<file path="config.mk">
export PLATFORM = sky130hd
export DESIGN_NAME = dpll_ref_monitor_config
export DESIGN_NICKNAME = d
export VERILOG_FILES = /design/src/dpll_ref_monitor_config.v
export VERILOG_INCLUDE_DIRS = /design/src /design/src/src
export SDC_FILE = /design/constraint.sdc
export NUM_CORES = 1
export LEC_CHECK = 0
export ABC_AREA = 1
export BUFFER_PORTS_ARGS = -buffer_cell sky130_fd_sc_hd__buf_4
export CAP_MARGIN = 10
export CORE_ASPECT_RATIO = 1.25
export CORE_MARGIN = 10
export CORE_UTILIZATION = 45
export CTS_BUF_LIST = sky130_fd_sc_hd__clkbuf_16
export CTS_CLUSTER_SIZE = 20
export DETAILED_ROUTE_END_ITERATION = 7
export PLACE_DENSITY = 0.68
export SYNTH_ARGS = -nofsm -noshare
export SYNTH_HDL_FRONTEND = slang
export SYNTH_SLANG_ARGS = --single-unit
</file>
<file path="constraint.sdc">
create_clock -name core_clk -period 6.4 [get_ports core_clk]
set_input_delay 0.96 -clock core_clk [delete_from_list [all_inputs] [get_ports core_clk]]
set_output_delay 0.96 -clock core_clk [all_outputs]
set_load 0.1 [all_outputs]
</file>
<file path="src/dpll_ref_monitor_config_regs.vh">
// Purpose: offsets, field positions, reset values and window limits for
//          the reference monitor configuration bank
// Assumes: 8-bit registers on an 8-bit address, limits in units of 0.1 ppm
// Notes:   included by the bank and by the testbench
`ifndef DPLL_REF_MONITOR_CONFIG_REGS_VH
`define DPLL_REF_MONITOR_CONFIG_REGS_VH

// ----------------------------------------
// register offsets
// ----------------------------------------
`define OFS_LOOP_CAPTURE_RANGE    8'hed
`define OFS_ALARM_ACTION_MASKS    8'hf4
`define OFS_REF_ALARM_MASKS       8'hf5
`define OFS_REF23_MONITOR_WINDOWS 8'hf6
`define OFS_REF01_MONITOR_WINDOWS 8'hf7

// ----------------------------------------
// reset values
// ----------------------------------------
`define RST_LOOP_CAPTURE_RANGE    8'h07
`define RST_ALARM_ACTION_MASKS    8'hf0
`define RST_REF_ALARM_MASKS       8'h00
`define RST_MONITOR_WINDOWS       8'h33

// ----------------------------------------
// field positions
// ----------------------------------------
`define BIT_SWITCH_MASK           0
`define BIT_HOLDOVER_MASK         4
`define EVEN_WINDOW_LSB           0
`define ODD_WINDOW_LSB            4

// ----------------------------------------
// capture range codes
// ----------------------------------------
`define CAP_12PPM                 3'h0
`define CAP_52PPM                 3'h1
`define CAP_83PPM                 3'h2
`define CAP_130PPM                3'h3
`define CAP_400PPM                3'h4
`define CAP_UNLIMITED             3'h7

// ----------------------------------------
// limits in 0.1 ppm
// ----------------------------------------
`define PPM_W                     13
`define CAPLIM_12                 13'h0078
`define CAPLIM_52                 13'h0208
`define CAPLIM_83                 13'h033e
`define CAPLIM_130                13'h0514
`define CAPLIM_400                13'h0fa0
`define CAPLIM_NONE               13'h1fff
`define ACC_0                     13'h005c
`define REJ_0                     13'h0078
`define ACC_1                     13'h0190
`define REJ_1                     13'h0208
`define ACC_2                     13'h0280
`define REJ_2                     13'h033e
`define ACC_3                     13'h03e8
`define REJ_3                     13'h0514
`define ACC_4                     13'h008a
`define REJ_4                     13'h00b4
`define ACC_5                     13'h00f6
`define REJ_5                     13'h0140
`define ACC_6                     13'h0150
`define REJ_6                     13'h01db
`define ACC_7                     13'h0208
`define REJ_7                     13'h02a3

`endif

</file>
<file path="src/dpll_ref_monitor_config.v">
// Purpose: configuration bank and alarm gating for the reference
//          frequency monitors and the loop capture range
// Assumes: offsets arrive as |offset| in 0.1 ppm with a sample strobe
// Notes:   registers reached on the serial port's byte access strobes
`include "dpll_ref_monitor_config_regs.vh"
`timescale 1ns/1ps
`default_nettype none

module dpll_ref_monitor_config (
  // clock and reset
  input  wire        core_clk,
  input  wire        rst_n,
  // register access from the serial port
  input  wire        reg_wr,
  input  wire        reg_rd,
  input  wire [7:0]  reg_addr,
  input  wire [7:0]  reg_wdata,
  output reg  [7:0]  reg_rdata,
  output reg         reg_hit,
  // frequency offsets per reference, 13 bits each, ref0 lowest
  input  wire        offset_valid,
  input  wire [51:0] ref_offset,
  // loop offset against the capture range
  input  wire [12:0] loop_offset,
  output reg         loop_in_range,
  output wire [2:0]  capture_range_code,
  // verdicts and alarms
  output wire [3:0]  ref_failed,
  output reg  [3:0]  ref_alarm,
  output reg  [3:0]  ref_switch_req,
  output reg  [3:0]  holdover_req
);

  // ----------------------------------------
  // registers
  // ----------------------------------------
  reg  [7:0] loop_capture_range_ff;
  reg  [7:0] alarm_action_masks_ff;
  reg  [7:0] ref_alarm_masks_ff;
  reg  [7:0] ref23_monitor_windows_ff;
  reg  [7:0] ref01_monitor_windows_ff;
  reg  [3:0] verdict_fail_ff;

  always @(posedge core_clk or negedge rst_n) begin
    if (!rst_n) begin
      loop_capture_range_ff    <= `RST_LOOP_CAPTURE_RANGE;
      alarm_action_masks_ff    <= `RST_ALARM_ACTION_MASKS;
      ref_alarm_masks_ff       <= `RST_REF_ALARM_MASKS;
      ref23_monitor_windows_ff <= `RST_MONITOR_WINDOWS;
      ref01_monitor_windows_ff <= `RST_MONITOR_WINDOWS;
    end else if (reg_wr) begin
      case (reg_addr)
        `OFS_LOOP_CAPTURE_RANGE:    loop_capture_range_ff    <= reg_wdata;
        `OFS_ALARM_ACTION_MASKS:    alarm_action_masks_ff    <= reg_wdata;
        `OFS_REF_ALARM_MASKS:       ref_alarm_masks_ff       <= reg_wdata;
        `OFS_REF23_MONITOR_WINDOWS: ref23_monitor_windows_ff <= reg_wdata;
        `OFS_REF01_MONITOR_WINDOWS: ref01_monitor_windows_ff <= reg_wdata;
        default: ;
      endcase
    end
  end

  // ----------------------------------------
  // read-back
  // ----------------------------------------
  always @* begin
    reg_hit   = 1'b1;
    reg_rdata = 8'h00;
    case (reg_addr)
      `OFS_LOOP_CAPTURE_RANGE:    reg_rdata = loop_capture_range_ff;
      `OFS_ALARM_ACTION_MASKS:    reg_rdata = alarm_action_masks_ff;
      `OFS_REF_ALARM_MASKS:       reg_rdata = ref_alarm_masks_ff;
      `OFS_REF23_MONITOR_WINDOWS: reg_rdata = ref23_monitor_windows_ff;
      `OFS_REF01_MONITOR_WINDOWS: reg_rdata = ref01_monitor_windows_ff;
      default:                    reg_hit   = 1'b0;
    endcase
  end

  // ----------------------------------------
  // capture range
  // ----------------------------------------
  assign capture_range_code = loop_capture_range_ff[2:0];

  reg [12:0] cap_limit;
  always @* begin
    case (capture_range_code)
      `CAP_12PPM:     cap_limit = `CAPLIM_12;
      `CAP_52PPM:     cap_limit = `CAPLIM_52;
      `CAP_83PPM:     cap_limit = `CAPLIM_83;
      `CAP_130PPM:    cap_limit = `CAPLIM_130;
      `CAP_400PPM:    cap_limit = `CAPLIM_400;
      default:        cap_limit = `CAPLIM_NONE;
    endcase
  end

  always @* begin
    if (capture_range_code == `CAP_UNLIMITED)
      loop_in_range = 1'b1;
    else
      loop_in_range = (loop_offset <= cap_limit);
  end

  // ----------------------------------------
  // window decode per reference
  // ----------------------------------------
  wire [11:0] win_codes = {ref23_monitor_windows_ff[`ODD_WINDOW_LSB +: 3],
                           ref23_monitor_windows_ff[`EVEN_WINDOW_LSB +: 3],
                           ref01_monitor_windows_ff[`ODD_WINDOW_LSB +: 3],
                           ref01_monitor_windows_ff[`EVEN_WINDOW_LSB +: 3]};

  function [25:0] win_limits;
    input [2:0] code;
    begin
      case (code)
        3'h0:    win_limits = {`ACC_0, `REJ_0};
        3'h1:    win_limits = {`ACC_1, `REJ_1};
        3'h2:    win_limits = {`ACC_2, `REJ_2};
        3'h3:    win_limits = {`ACC_3, `REJ_3};
        3'h4:    win_limits = {`ACC_4, `REJ_4};
        3'h5:    win_limits = {`ACC_5, `REJ_5};
        3'h6:    win_limits = {`ACC_6, `REJ_6};
        default: win_limits = {`ACC_7, `REJ_7};
      endcase
    end
  endfunction

  // ----------------------------------------
  // hysteresis verdicts
  // ----------------------------------------
  reg [3:0] nxt_verdict_fail;
  reg [25:0] lim;
  reg [12:0] off;
  integer i;
  always @* begin
    nxt_verdict_fail = verdict_fail_ff;
    lim = 26'h0;
    off = 13'h0;
    for (i = 0; i < 4; i = i + 1) begin
      lim = win_limits(win_codes[3*i +: 3]);
      off = ref_offset[13*i +: 13];
      if (offset_valid) begin
        if (off <= lim[25:13])
          nxt_verdict_fail[i] = 1'b0;
        else if (off > lim[12:0])
          nxt_verdict_fail[i] = 1'b1;
      end
    end
  end

  always @(posedge core_clk or negedge rst_n) begin
    if (!rst_n)
      verdict_fail_ff <= 4'h0;
    else
      verdict_fail_ff <= nxt_verdict_fail;
  end

  assign ref_failed = verdict_fail_ff;

  // ----------------------------------------
  // alarm gating
  // ----------------------------------------
  always @* begin
    ref_alarm      = verdict_fail_ff & ref_alarm_masks_ff[3:0];
    ref_switch_req = ref_alarm & {4{alarm_action_masks_ff[`BIT_SWITCH_MASK]}};
    holdover_req   = ref_alarm & {4{alarm_action_masks_ff[`BIT_HOLDOVER_MASK]}};
  end

endmodule

`default_nettype wire

</file>
-- After elaboration in Yosys (flattened, before gate mapping)
Cells that the tools add are included.
- output and inout port bits: 29
- input bits: 86
- word-level logic and storage cells: 90
- register bits: 44
- mux-type cells: 16
- eq/ne operators: 34
- reductions and logical operators: 19
- bitwise logic cells: 3
- magnitude comparators: 9
- operator list (kind ; count):
    $pmux W23 S7 ; 4
    $le A13 B13 Y1 ; 5
    $pmux W13 S5 ; 1
    $gt A13 B13 Y1 ; 4
    $eq A3 B3 Y1 const B ; 14
    $eq A8 B8 Y1 const B ; 5
    $pmux W8 S5 ; 1
    $eq A3 B2 Y1 const B ; 10
    $reduce_and A2 Y1 ; 9
    $eq A3 B1 Y1 const B ; 5
    $logic_not A3 Y1 ; 5
    $and A4 B4 Y4 ; 3
    $mux W1 ; 10
    $reduce_bool A2 Y1 ; 4
    $reduce_or A5 Y1 ; 1

-- Longest topological paths before layout
Gate-level depths: netlist of run 1.
- depth in word-level cells: 5
- gate-level depth with buffers: 21
- mapped depth without buffers: 21

-- Worst setup path before layout of run 1
OpenSTA, ideal clock, no wires.
- kind: in2out
- from: in reg_addr[6]
- to: out reg_hit
- stages on the path: 4
- data required time: 5.440 ns
- arrival time: 3.365 ns
- slack: 2.075 ns
- path buffers: 0
- cells stage by stage: nand2_1 -> nor2_2 -> inv_1 -> o21ai_0
- cells in the longest elaborated chain, start to end: 3
- elaborated cells between the ends (all ways): 7
- those cells by class: eq/ne: 5; mux: 1; reduce/logical: 1
- ends and longest elaborated chain (item ; line ; RTL):
    start, declared ; dpll_ref_monitor_config.v:16 ; input wire [7:0] reg_addr,
    $eq A8 B8 Y1 ; dpll_ref_monitor_config.v:69 ; case (reg_addr)
    $reduce_or A5 Y1 (no line) (*) ; - ;
    $mux W1 (*) ; dpll_ref_monitor_config.v:69 ;
    end, declared ; dpll_ref_monitor_config.v:19 ; output reg reg_hit,
Mark *: on every way between the ends. The rest lies on a longest branch, timed or not.

-- Worst setup path in the final report of run 1
- from: in reg_addr[6]
- to: out reg_rdata[3]
- cells in the longest elaborated chain, start to end: 2
- elaborated cells between the ends (all ways): 6
- those cells by class: eq/ne: 5; mux: 1
- ends and longest elaborated chain (item ; line ; RTL):
    $eq A8 B8 Y1 ; dpll_ref_monitor_config.v:69 ;
    $pmux W8 S5 (*) ; dpll_ref_monitor_config.v:69 ;
    end, declared ; dpll_ref_monitor_config.v:18 ; output reg [7:0] reg_rdata,
Marks and branches as above.

==> results.py, run 1 <==
metrics = {
    "layout": {
        "nNetsFinal": 1162,
        "multi_input_area_um2": 3890,
        "fillCellCount": 1285,
        "final_cell_count_no_fill": 1138,
        "post-route-cell-area_um2": 6760,
        "area_growth_pct": 18.7,
        "insertedDiodeCount": 0,
        "seq_area_um2": 1120,
        "final_core_util_pct": 55.1,
        "drive_gt1_share_pct": 18.4,
    },
    "logic_synthesis": {
        "syn_nets": 1060,
        "syn_area_um2": 5700,
        "ys.flop_type": "dfrtp_1",
        "yosysSeqAreaShare_pct": 19.6,
        "async_reset_ff_share_pct": 100,
        "yosysUniqueCellTypes": 36,
        "synth_top_cell_area_share_pct": 22.6,
        "ys_warn_count": 0,
        "synthCells": 871,
        "yosys_register_bits": 44,
        "yosys-top-cells-area": "ha_1, nand2_1, dfrtp_1, inv_1, nor2_1",
        "avgSynthCellArea_um2": 6.54,
        "synth-edff-count": 0,
        "synth_top_area_cell": "ha_1",
    },
    "detailed_routing": {
        "firstDrtPassIters": 5,
        "routedWlPerCell_um": 12.9,
        "drc": 0,
        "ant_nets": 0,
        "drt_wl_total_mm": 14.7,
        "drt-initial-drc-count": 279,
        "vias": 5572,
        "viasPerCell": 4.90,
    },
    "cts": {
        "clock_sinks": 44,
        "clkLatencyLatePin_ns": 0.28,
        "holdBufCountCts": 0,
        "h-tree-depth": 2,
        "numCtsBuffers": 5,
        "cts_tree": "yes",
        "clockBufferDepth": 2,
        "clockRootBuffer": "clkbuf_16",
        "path_clk_slew_ns": 0.06,
        "cts_resized": 0,
        "post_cts_buffers": 0,
    },
    "global_routing": {
        "grt_max_degree": 45,
        "overflow": 0,
        "grt_pass1_vias": 5586,
        "grt.total_usage_pct": 16.9,
        "antenna_found_initial": 0,
        "grt_pass1_wl_mm": 25.4,
    },
    "floorplanning": {
        "die_h_um": 146,
        "dieWidth_um": 121,
        "core_area_um2": 12300,
        "dieArea_um2": 17600,
        "ioPinCount": 115,
        "initial_core_util_pct": 46.4,
        "rows": 45,
    },
    "critical_path": {
        "worstPathArrival_ns": 3.08,
        "critical_path_required_ns": 5.44,
        "end_kind": "output pin",
        "critPathMaxFanout": 20,
        "critical_path_class": "input pin to output pin",
        "startpoint_type": "input pin",
        "reg2reg_slack_ns": 3.65,
    },
    "placed_design": {
        "numPortBuffers": 113,
        "dpl_cell_area_um2": 6620,
        "place_hpwl_mm": 12.6,
        "place_congestion": 0.914,
        "place_ws_ns": 2.35,
        "dp.cells": 1130,
    },
    "timing": {
        "worstMarginPinSlew_ns": 0.958,
        "fmax_ghz": 0.247,
        "tns_ns": 0,
        "period_needed_ns": 4.04,
        "period_share_pct": 63.2,
        "setup_viol": 0,
        "maxSlewHeadroom_pct": 36.0,
        "maxSlewViolCount": 0,
        "finalHoldViolations": 0,
        "rsz0062_at_grt": "false",
        "fin_ws_ns": 2.36,
        "skew_ns": 0.00318,
    },
    "status": {
        "status": "finished, final reports clean",
    },
    "worst_hold_path": {
        "hold_class": "flip-flop to flip-flop",
    },
    "power": {
        "p_per_area_nw_per_um2": 136,
        "ir_drop_v": 0.000106,
        "p_leak_nw": 3.77,
    },
    "flow_run": {
        "cap_violations": 0,
    },
}
==> Yosys cell counts (4+ instances only) <==
| master | n |
|---|---|
| a21oi_1 | 39 |
| buf_4 | 4 |
| buf_6 | 6 |
| clkbuf_1 | 5 |
| dfrtp_1 | 29 |
| dfstp_2 | 15 |
| ha_1 | 103 |
| inv_1 | 147 |
| nand2_1 | 239 |
| nand2_2 | 5 |
| nand3_1 | 35 |
| nand4_1 | 11 |
| nor2_1 | 108 |
| nor3_1 | 19 |
| o21ai_0 | 46 |
| o21ai_1 | 6 |
| o21ai_2 | 20 |
==> critical path, cell delays in order <==
cell	delay (ns)
buf_4	0.07
nand2_1	0.08
nor2_2	0.76
inv_1	0.20
nor3_4	0.45
nand2_1	0.10
nand4_1	0.14
buf_4	0.31
==> cell type report <==
type,count,share of cell area (%)
sequential,44,16.6
multi-input combinational,660,57.5
tap,164,3.03
clock buffer,5,1.85
inverter,149,8.27
timing repair buffer,113,12.5
clock inverter,3,0.241
==> through the flow <==
| step | power [mW] | hold WS (ns) |
|---|---|---|
| after floorplan | 0.564 | 0.454 |
| after global placement | 0.676 | 0.464 |
| after detailed placement | 0.682 | 0.464 |
| after CTS | 0.928 | 0.475 |
| after global routing | 0.997 | 0.494 |
| final | 0.919 | 0.474 |
==> sequential cells by signal (all words and copies together), names as in the netlist <==
signal,flops
ref01_monitor_windows_ff,8
loop_capture_range_ff,8
ref_alarm_masks_ff,8
ref23_monitor_windows_ff,8
ref_failed,4
alarm_action_masks_ff,8
==> logic make-up after synthesis <==
kind of cell,count (synthesis),synth area share (%)
flops,44,19.6
fa+ha+maj,103,22.6
buf+inv,167,12.1
compound gates,113,11.3
simple gates,444,34.3
==> layer usage <==
metal  global-route usage, %  up-vias  routed length (um)  share of wire, %
met5                       0        -                   0                 0
met4                    3.26        0                 206               1.4
met3                    3.72       15                 790               5.4
met2                    30.0      121                7060                48
met1                    20.2     2444                6640                45
li1                        -     2992                   -                 -
==> worst paths after layout <==
path                                              from                          end  cells after the start
min                           alarm_action_masks_ff[5]     alarm_action_masks_ff[5]                      2
max reg2reg                ref01_monitor_windows_ff[5]                ref_failed[1]                     20
min reg2reg                   alarm_action_masks_ff[5]     alarm_action_masks_ff[5]                      2
max in group asynchronous                        rst_n  ref23_monitor_windows_ff[1]                      1
min in group asynchronous                        rst_n        ref_alarm_masks_ff[6]                      1
max                                        reg_addr[6]                 reg_rdata[3]                      8
==> power by group <==
part / total [mW] / switching, mW / internal (mW)
Sequential: 0.316 / 0.0185 / 0.297
Clock: 0.245 / 0.102 / 0.142
Combinational: 0.358 / 0.217 / 0.141
Total: 0.919 / 0.338 / 0.581
==> cells in the final DEF, fill, tap and decap left out, types with 3 or more instances in the layout <==
| cell | instances |
|---|---|
| a21oi_1 | 39 |
| nor2_4 | 3 |
| nand3_1 | 35 |
| nand2_1 | 239 |
| nor2_1 | 108 |
| dfrtp_1 | 29 |
| nand2_2 | 5 |
| o21ai_1 | 6 |
| and3_1 | 3 |
| ha_1 | 103 |
| o21ai_0 | 46 |
| inv_1 | 148 |
| clkbuf_16 | 5 |
| buf_4 | 113 |
| nand2_4 | 3 |
| nor3_1 | 19 |
| o21ai_2 | 20 |
| dfstp_2 | 15 |
| nand4_1 | 11 |
(Power assumes the default switching activity.)
==> inputs of run 2 (changes only) <==
Settings changed: PLACE_DENSITY 0.68 to 0.71.
Clock period 6.4 ns to 3.5 ns, I/O delays scaled along.
==> results.py, run 2 (synthesized netlist as in run 1, its figures left out) <==
metrics = {
    "floorplanning": {
        "initial_core_util_pct": 46.4,
        "core_area_um2": 12300,
        "rows": 45,
        "dieArea_um2": 17600,
        "dieWidth_um": 121,
        "ioPinCount": 115,
        "die_h_um": 146,
    },
    "cts": {
        "clockRootBuffer": "clkbuf_16",
        "clock_sinks": 44,
        "cts_resized": 0,
        "path_clk_slew_ns": 0.06,
        "clockBufferDepth": 2,
        "cts_tree": "yes",
        "post_cts_buffers": 0,
        "clkLatencyLatePin_ns": 0.29,
        "holdBufCountCts": 0,
        "h-tree-depth": 2,
        "numCtsBuffers": 5,
    },
    "flow_run": {
        "cap_violations": 0,
    },
    "layout": {
        "final_cell_count_no_fill": 1140,
        "final_core_util_pct": 55.2,
        "area_growth_pct": 18.8,
        "final_cell_mix": "nand2_1, inv_1, buf_4, nor2_1, ha_1",
        "final_common_cell": "nand2_1",
        "drive_gt1_share_pct": 18.3,
        "insertedDiodeCount": 0,
        "post-route-cell-area_um2": 6770,
        "nNetsFinal": 1164,
    },
    "detailed_routing": {
        "ant_nets": 0,
        "routedWlPerCell_um": 12.8,
        "firstDrtPassIters": 5,
        "drc": 0,
        "drt-initial-drc-count": 313,
        "viasPerCell": 4.88,
        "drt_wl_total_mm": 14.6,
        "vias": 5563,
    },
    "critical_path": {
        "critPathMaxFanout": 14,
        "critical_path_required_ns": 2.97,
        "cp-endpoint": "loop_in_range",
        "end_kind": "output pin",
        "critical_path_class": "flip-flop to output pin",
        "startpoint_type": "flip-flop",
        "startpoint": "loop_capture_range_ff[2]",
        "worstPathArrival_ns": 2.57,
        "reg2reg_slack_ns": 0.77,
        "reg2reg_from": "ref01_monitor_windows_ff[4]",
        "crit-reg2reg-capture": "ref_failed[1]",
        "r2r_cells": 18,
    },
    "power": {
        "ir_drop_v": 0.000187,
        "p_per_area_nw_per_um2": 247,
        "total_power_mw": 1.67,
        "p_leak_nw": 3.79,
    },
    "placed_design": {
        "place_congestion": 0.866,
        "place_ws_ns": 0.740,
        "dpl_cell_area_um2": 6640,
        "place_hpwl_mm": 12.4,
        "numPortBuffers": 113,
        "dp.cells": 1132,
    },
    "timing": {
        "setup_viol": 0,
        "maxSlewViolCount": 0,
        "tns_ns": 0,
        "fin_hold_ws_ns": 0.220,
        "finalHoldViolations": 0,
        "period_needed_ns": 3.09,
        "worstMarginPinSlew_ns": 0.545,
        "skew_ns": 0.00408,
        "period_share_pct": 88.3,
        "fin_ws_ns": 0.409,
        "fmax_ghz": 0.323,
        "rsz0062_at_grt": "false",
        "maxSlewHeadroom_pct": 63.7,
    },
    "global_routing": {
        "antenna_found_initial": 0,
        "grt.total_usage_pct": 16.5,
        "grt_max_degree": 45,
        "top_usage_layer": "met2",
        "grt_pass1_wl_mm": 24.7,
        "grt_pass1_vias": 5480,
        "overflow": 0,
        "met1_usage_pct": 19.6,
        "grtUsageMet2_pct": 28.9,
        "globalRouteMet3Util_pct": 3.41,
    },
    "worst_hold_path": {
        "hold_class": "input pin to async pin",
    },
    "status": {
        "status": "finished, final reports clean",
    },
}
## run 2: changes by cell type in the layout (fill, tap and decap cells not counted)
| cell | change |
|---|---|
| buf_4 | +2 |
| clkinv_1 | +1 |
| clkinv_2 | -1 |
| clkinvlp_4 | -1 |
| inv_1 | +1 |
## run 2: routing by layer
layer | part of all wire (%) | up-vias
li1 | - | 2988
met3 | 6.2 | 16
met4 | 1.7 | 0
met5 | 0 | -
met1 | 44 | 2422
met2 | 48 | 137
## run 2: how the worst min path moves through the flow
stage                          endpoint  slack (ns)  depth (start not counted)                startpoint
2_1_floorplan  alarm_action_masks_ff[0]        0.23                          0                     rst_n
4_1_cts        loop_capture_range_ff[6]        0.25                          1                     rst_n
5_1_grt        loop_capture_range_ff[6]        0.26                          1                     rst_n
3_5_place_dp   alarm_action_masks_ff[5]        0.46                          2  alarm_action_masks_ff[5]
6_report       loop_capture_range_ff[6]        0.22                          1                     rst_n
3_3_place_gp   alarm_action_masks_ff[6]        0.46                          2  alarm_action_masks_ff[6]
## run 2: layout make-up
type                    count  area, um^2
flip-flops and latches     44        1120
clock inverters             3        11.3
well taps                 164         205
fillers                  1269        5500
inverters                 149         559
repair buffers            115         863
multi-input cells         660        3890
clock buffers               5         125
## run 2: power breakdown
group / leakage, nW / internal, mW / switching [mW]
registers: 0.515 / 0.544 / 0.0329
clock network: 0.0738 / 0.257 / 0.184
logic: 3.20 / 0.259 / 0.398
## run 2: worst max-delay path: stages (launching register included)
cell and delay, ns:
dfstp_2 0.67, inv_1 0.13, nor2_1 0.19, inv_1 0.07, ha_1 0.29, nand2_1 0.08
nor4_1 0.31, o21ai_0 0.17, nand2_1 0.09, nand2_1 0.05, buf_4 0.23
==> inputs of run 3 (changes only) <==
Settings changed: CORE_UTILIZATION 45 to 35, CTS_CLUSTER_SIZE 20 to default, PLACE_DENSITY 0.71 to 0.58.
==> results.py, run 3 (synthesized netlist as in run 1, its figures left out) <==
metrics = {
    "floorplanning": {
        "dieArea_um2": 21800,
        "die_h_um": 163,
        "initial_core_util_pct": 35.5,
        "core_area_um2": 16100,
        "rows": 52,
        "ioPinCount": 115,
        "dieWidth_um": 134,
    },
    "global_routing": {
        "top_usage_layer": "met2",
        "grt_pass1_vias": 5446,
        "grtUsageMet2_pct": 24.3,
        "overflow": 0,
        "antenna_found_initial": 0,
        "grt_max_degree": 45,
        "met1_usage_pct": 17.6,
        "globalRouteMet3Util_pct": 2.19,
        "grt_pass1_wl_mm": 25.4,
        "grt.total_usage_pct": 13.7,
    },
    "power": {
        "swShare_pct": 36.7,
        "total_power_mw": 1.67,
        "pwr-share-comb_pct": 39.2,
        "power_frac_seq_pct": 34.6,
        "p_per_area_nw_per_um2": 245,
        "ir_drop_v": 0.000241,
        "p_leak_nw": 3.79,
        "p_int_mw": 1.06,
        "clockPowerShare_pct": 26.2,
        "p_switching_mw": 0.613,
    },
    "detailed_routing": {
        "viasPerCell": 4.60,
        "drc": 0,
        "drt_wl_total_mm": 15.4,
        "firstDrtPassIters": 4,
        "vias": 5484,
        "drt-initial-drc-count": 213,
        "routedWlPerCell_um": 12.9,
        "ant_nets": 0,
    },
    "cts": {
        "path_clk_slew_ns": 0.06,
        "clkLatencyLatePin_ns": 0.28,
        "cts_resized": 0,
        "holdBufCountCts": 0,
        "clockBufferDepth": 2,
        "clock_sinks": 44,
        "numCtsBuffers": 5,
        "cts_tree": "yes",
        "h-tree-depth": 2,
        "post_cts_buffers": 0,
        "clockRootBuffer": "clkbuf_16",
    },
    "critical_path": {
        "worstPathArrival_ns": 2.51,
        "end_kind": "output pin",
        "critPathMaxFanout": 6,
        "startpoint_type": "flip-flop",
        "critical_path_class": "flip-flop to output pin",
        "critical_path_required_ns": 2.97,
    },
    "timing": {
        "finalHoldViolations": 0,
        "setup_viol": 0,
        "worstMarginPinSlew_ns": 0.575,
        "tns_ns": 0,
        "maxSlewViolCount": 0,
        "fmax_ghz": 0.330,
        "period_needed_ns": 3.03,
        "period_share_pct": 86.7,
        "maxSlewHeadroom_pct": 61.7,
        "skew_ns": 0.00567,
        "rsz0062_at_grt": "false",
    },
    "worst_hold_path": {
        "hold_class": "input pin to async pin",
    },
    "placed_design": {
        "place_congestion": 0.851,
        "numPortBuffers": 113,
        "place_hpwl_mm": 13.1,
    },
    "layout": {
        "nNetsFinal": 1164,
        "drive_gt1_share_pct": 18.3,
        "final_common_cell": "nand2_1",
        "insertedDiodeCount": 0,
        "area_growth_pct": 20.0,
        "final_cell_mix": "nand2_1, inv_1, buf_4, nor2_1, ha_1",
    },
    "status": {
        "status": "finished, final reports clean",
    },
    "flow_run": {
        "cap_violations": 0,
    },
}
==> run 3: cell counts in the layout (fill, tap and decap cells not counted) <==
Identical to the previous run, type by type.
==> run 3: worst max-delay path: stages (launching register included) <==
cell and delay [ns]:
dfstp_2 0.59, nor2_1 0.09, nand2_1 0.06, o21ai_0 0.11
or2_2 0.32, ha_1 0.29, a21oi_1 0.15, o21ai_0 0.09
a21oi_1 0.13, nand2_1 0.06, nand2_1 0.06, buf_4 0.28
==> run 3: per-layer routing <==
layer	wire length [um]	up-vias
met5	0	-
met4	23	0
met3	611	2
met2	7400	84
met1	7360	2416
li1	-	2982
==> run 3: path summary, 6_finish.rpt <==
check / startpoint / end / slack [ns] / cells after the start
min reg2reg: alarm_action_masks_ff[5] / alarm_action_masks_ff[5] / 0.48 / 2
max: loop_capture_range_ff[1] / loop_in_range / 0.47 / 11
min in group core_clk: reg_wdata[3] / loop_capture_range_ff[3] / 0.46 / 3
max reg2reg: ref23_monitor_windows_ff[4] / ref_failed[3] / 0.73 / 19
min: rst_n / alarm_action_masks_ff[1] / 0.23 / 1
max in group asynchronous: rst_n / ref23_monitor_windows_ff[4] / 2.86 / 1
==> run 3: through the flow <==
stage | setup slack (ns) | utilization (%) | cell area, um^2 | std cells | hold slack, ns
3_3_place_gp | 0.751 | 41.7 | 6700 | 1184 | 0.463
5_1_grt | 0.258 | 42.5 | 6840 | 1192 | 0.277
4_1_cts | 0.453 | 42.5 | 6840 | 1192 | 0.257
2_1_floorplan | 0.0454 | - | 5700 | 871 | 0.229
6_report | 0.466 | 42.5 | 6840 | 1192 | 0.232
3_5_place_dp | 0.715 | 41.7 | 6700 | 1184 | 0.469
==> run 3: layout make-up <==
cell class              instances  area (um^2)
multi-input cells             660         3890
inverters                     149          559
clock buffers                   5          125
repair buffers                115          863
flip-flops and latches         44         1120
fillers                      1751         9230
well taps                     216          270
clock inverters                 3         11.3
==> run 3: power groups by stage <==
stage | logic, mW | clock network (mW) | registers [mW]
6_report | 0.656 | 0.439 | 0.578
4_1_cts | 0.666 | 0.446 | 0.578
3_5_place_dp | 0.663 | 0 | 0.587
3_3_place_gp | 0.654 | 0 | 0.586
5_1_grt | 0.761 | 0.467 | 0.583
2_1_floorplan | 0.451 | 0 | 0.581
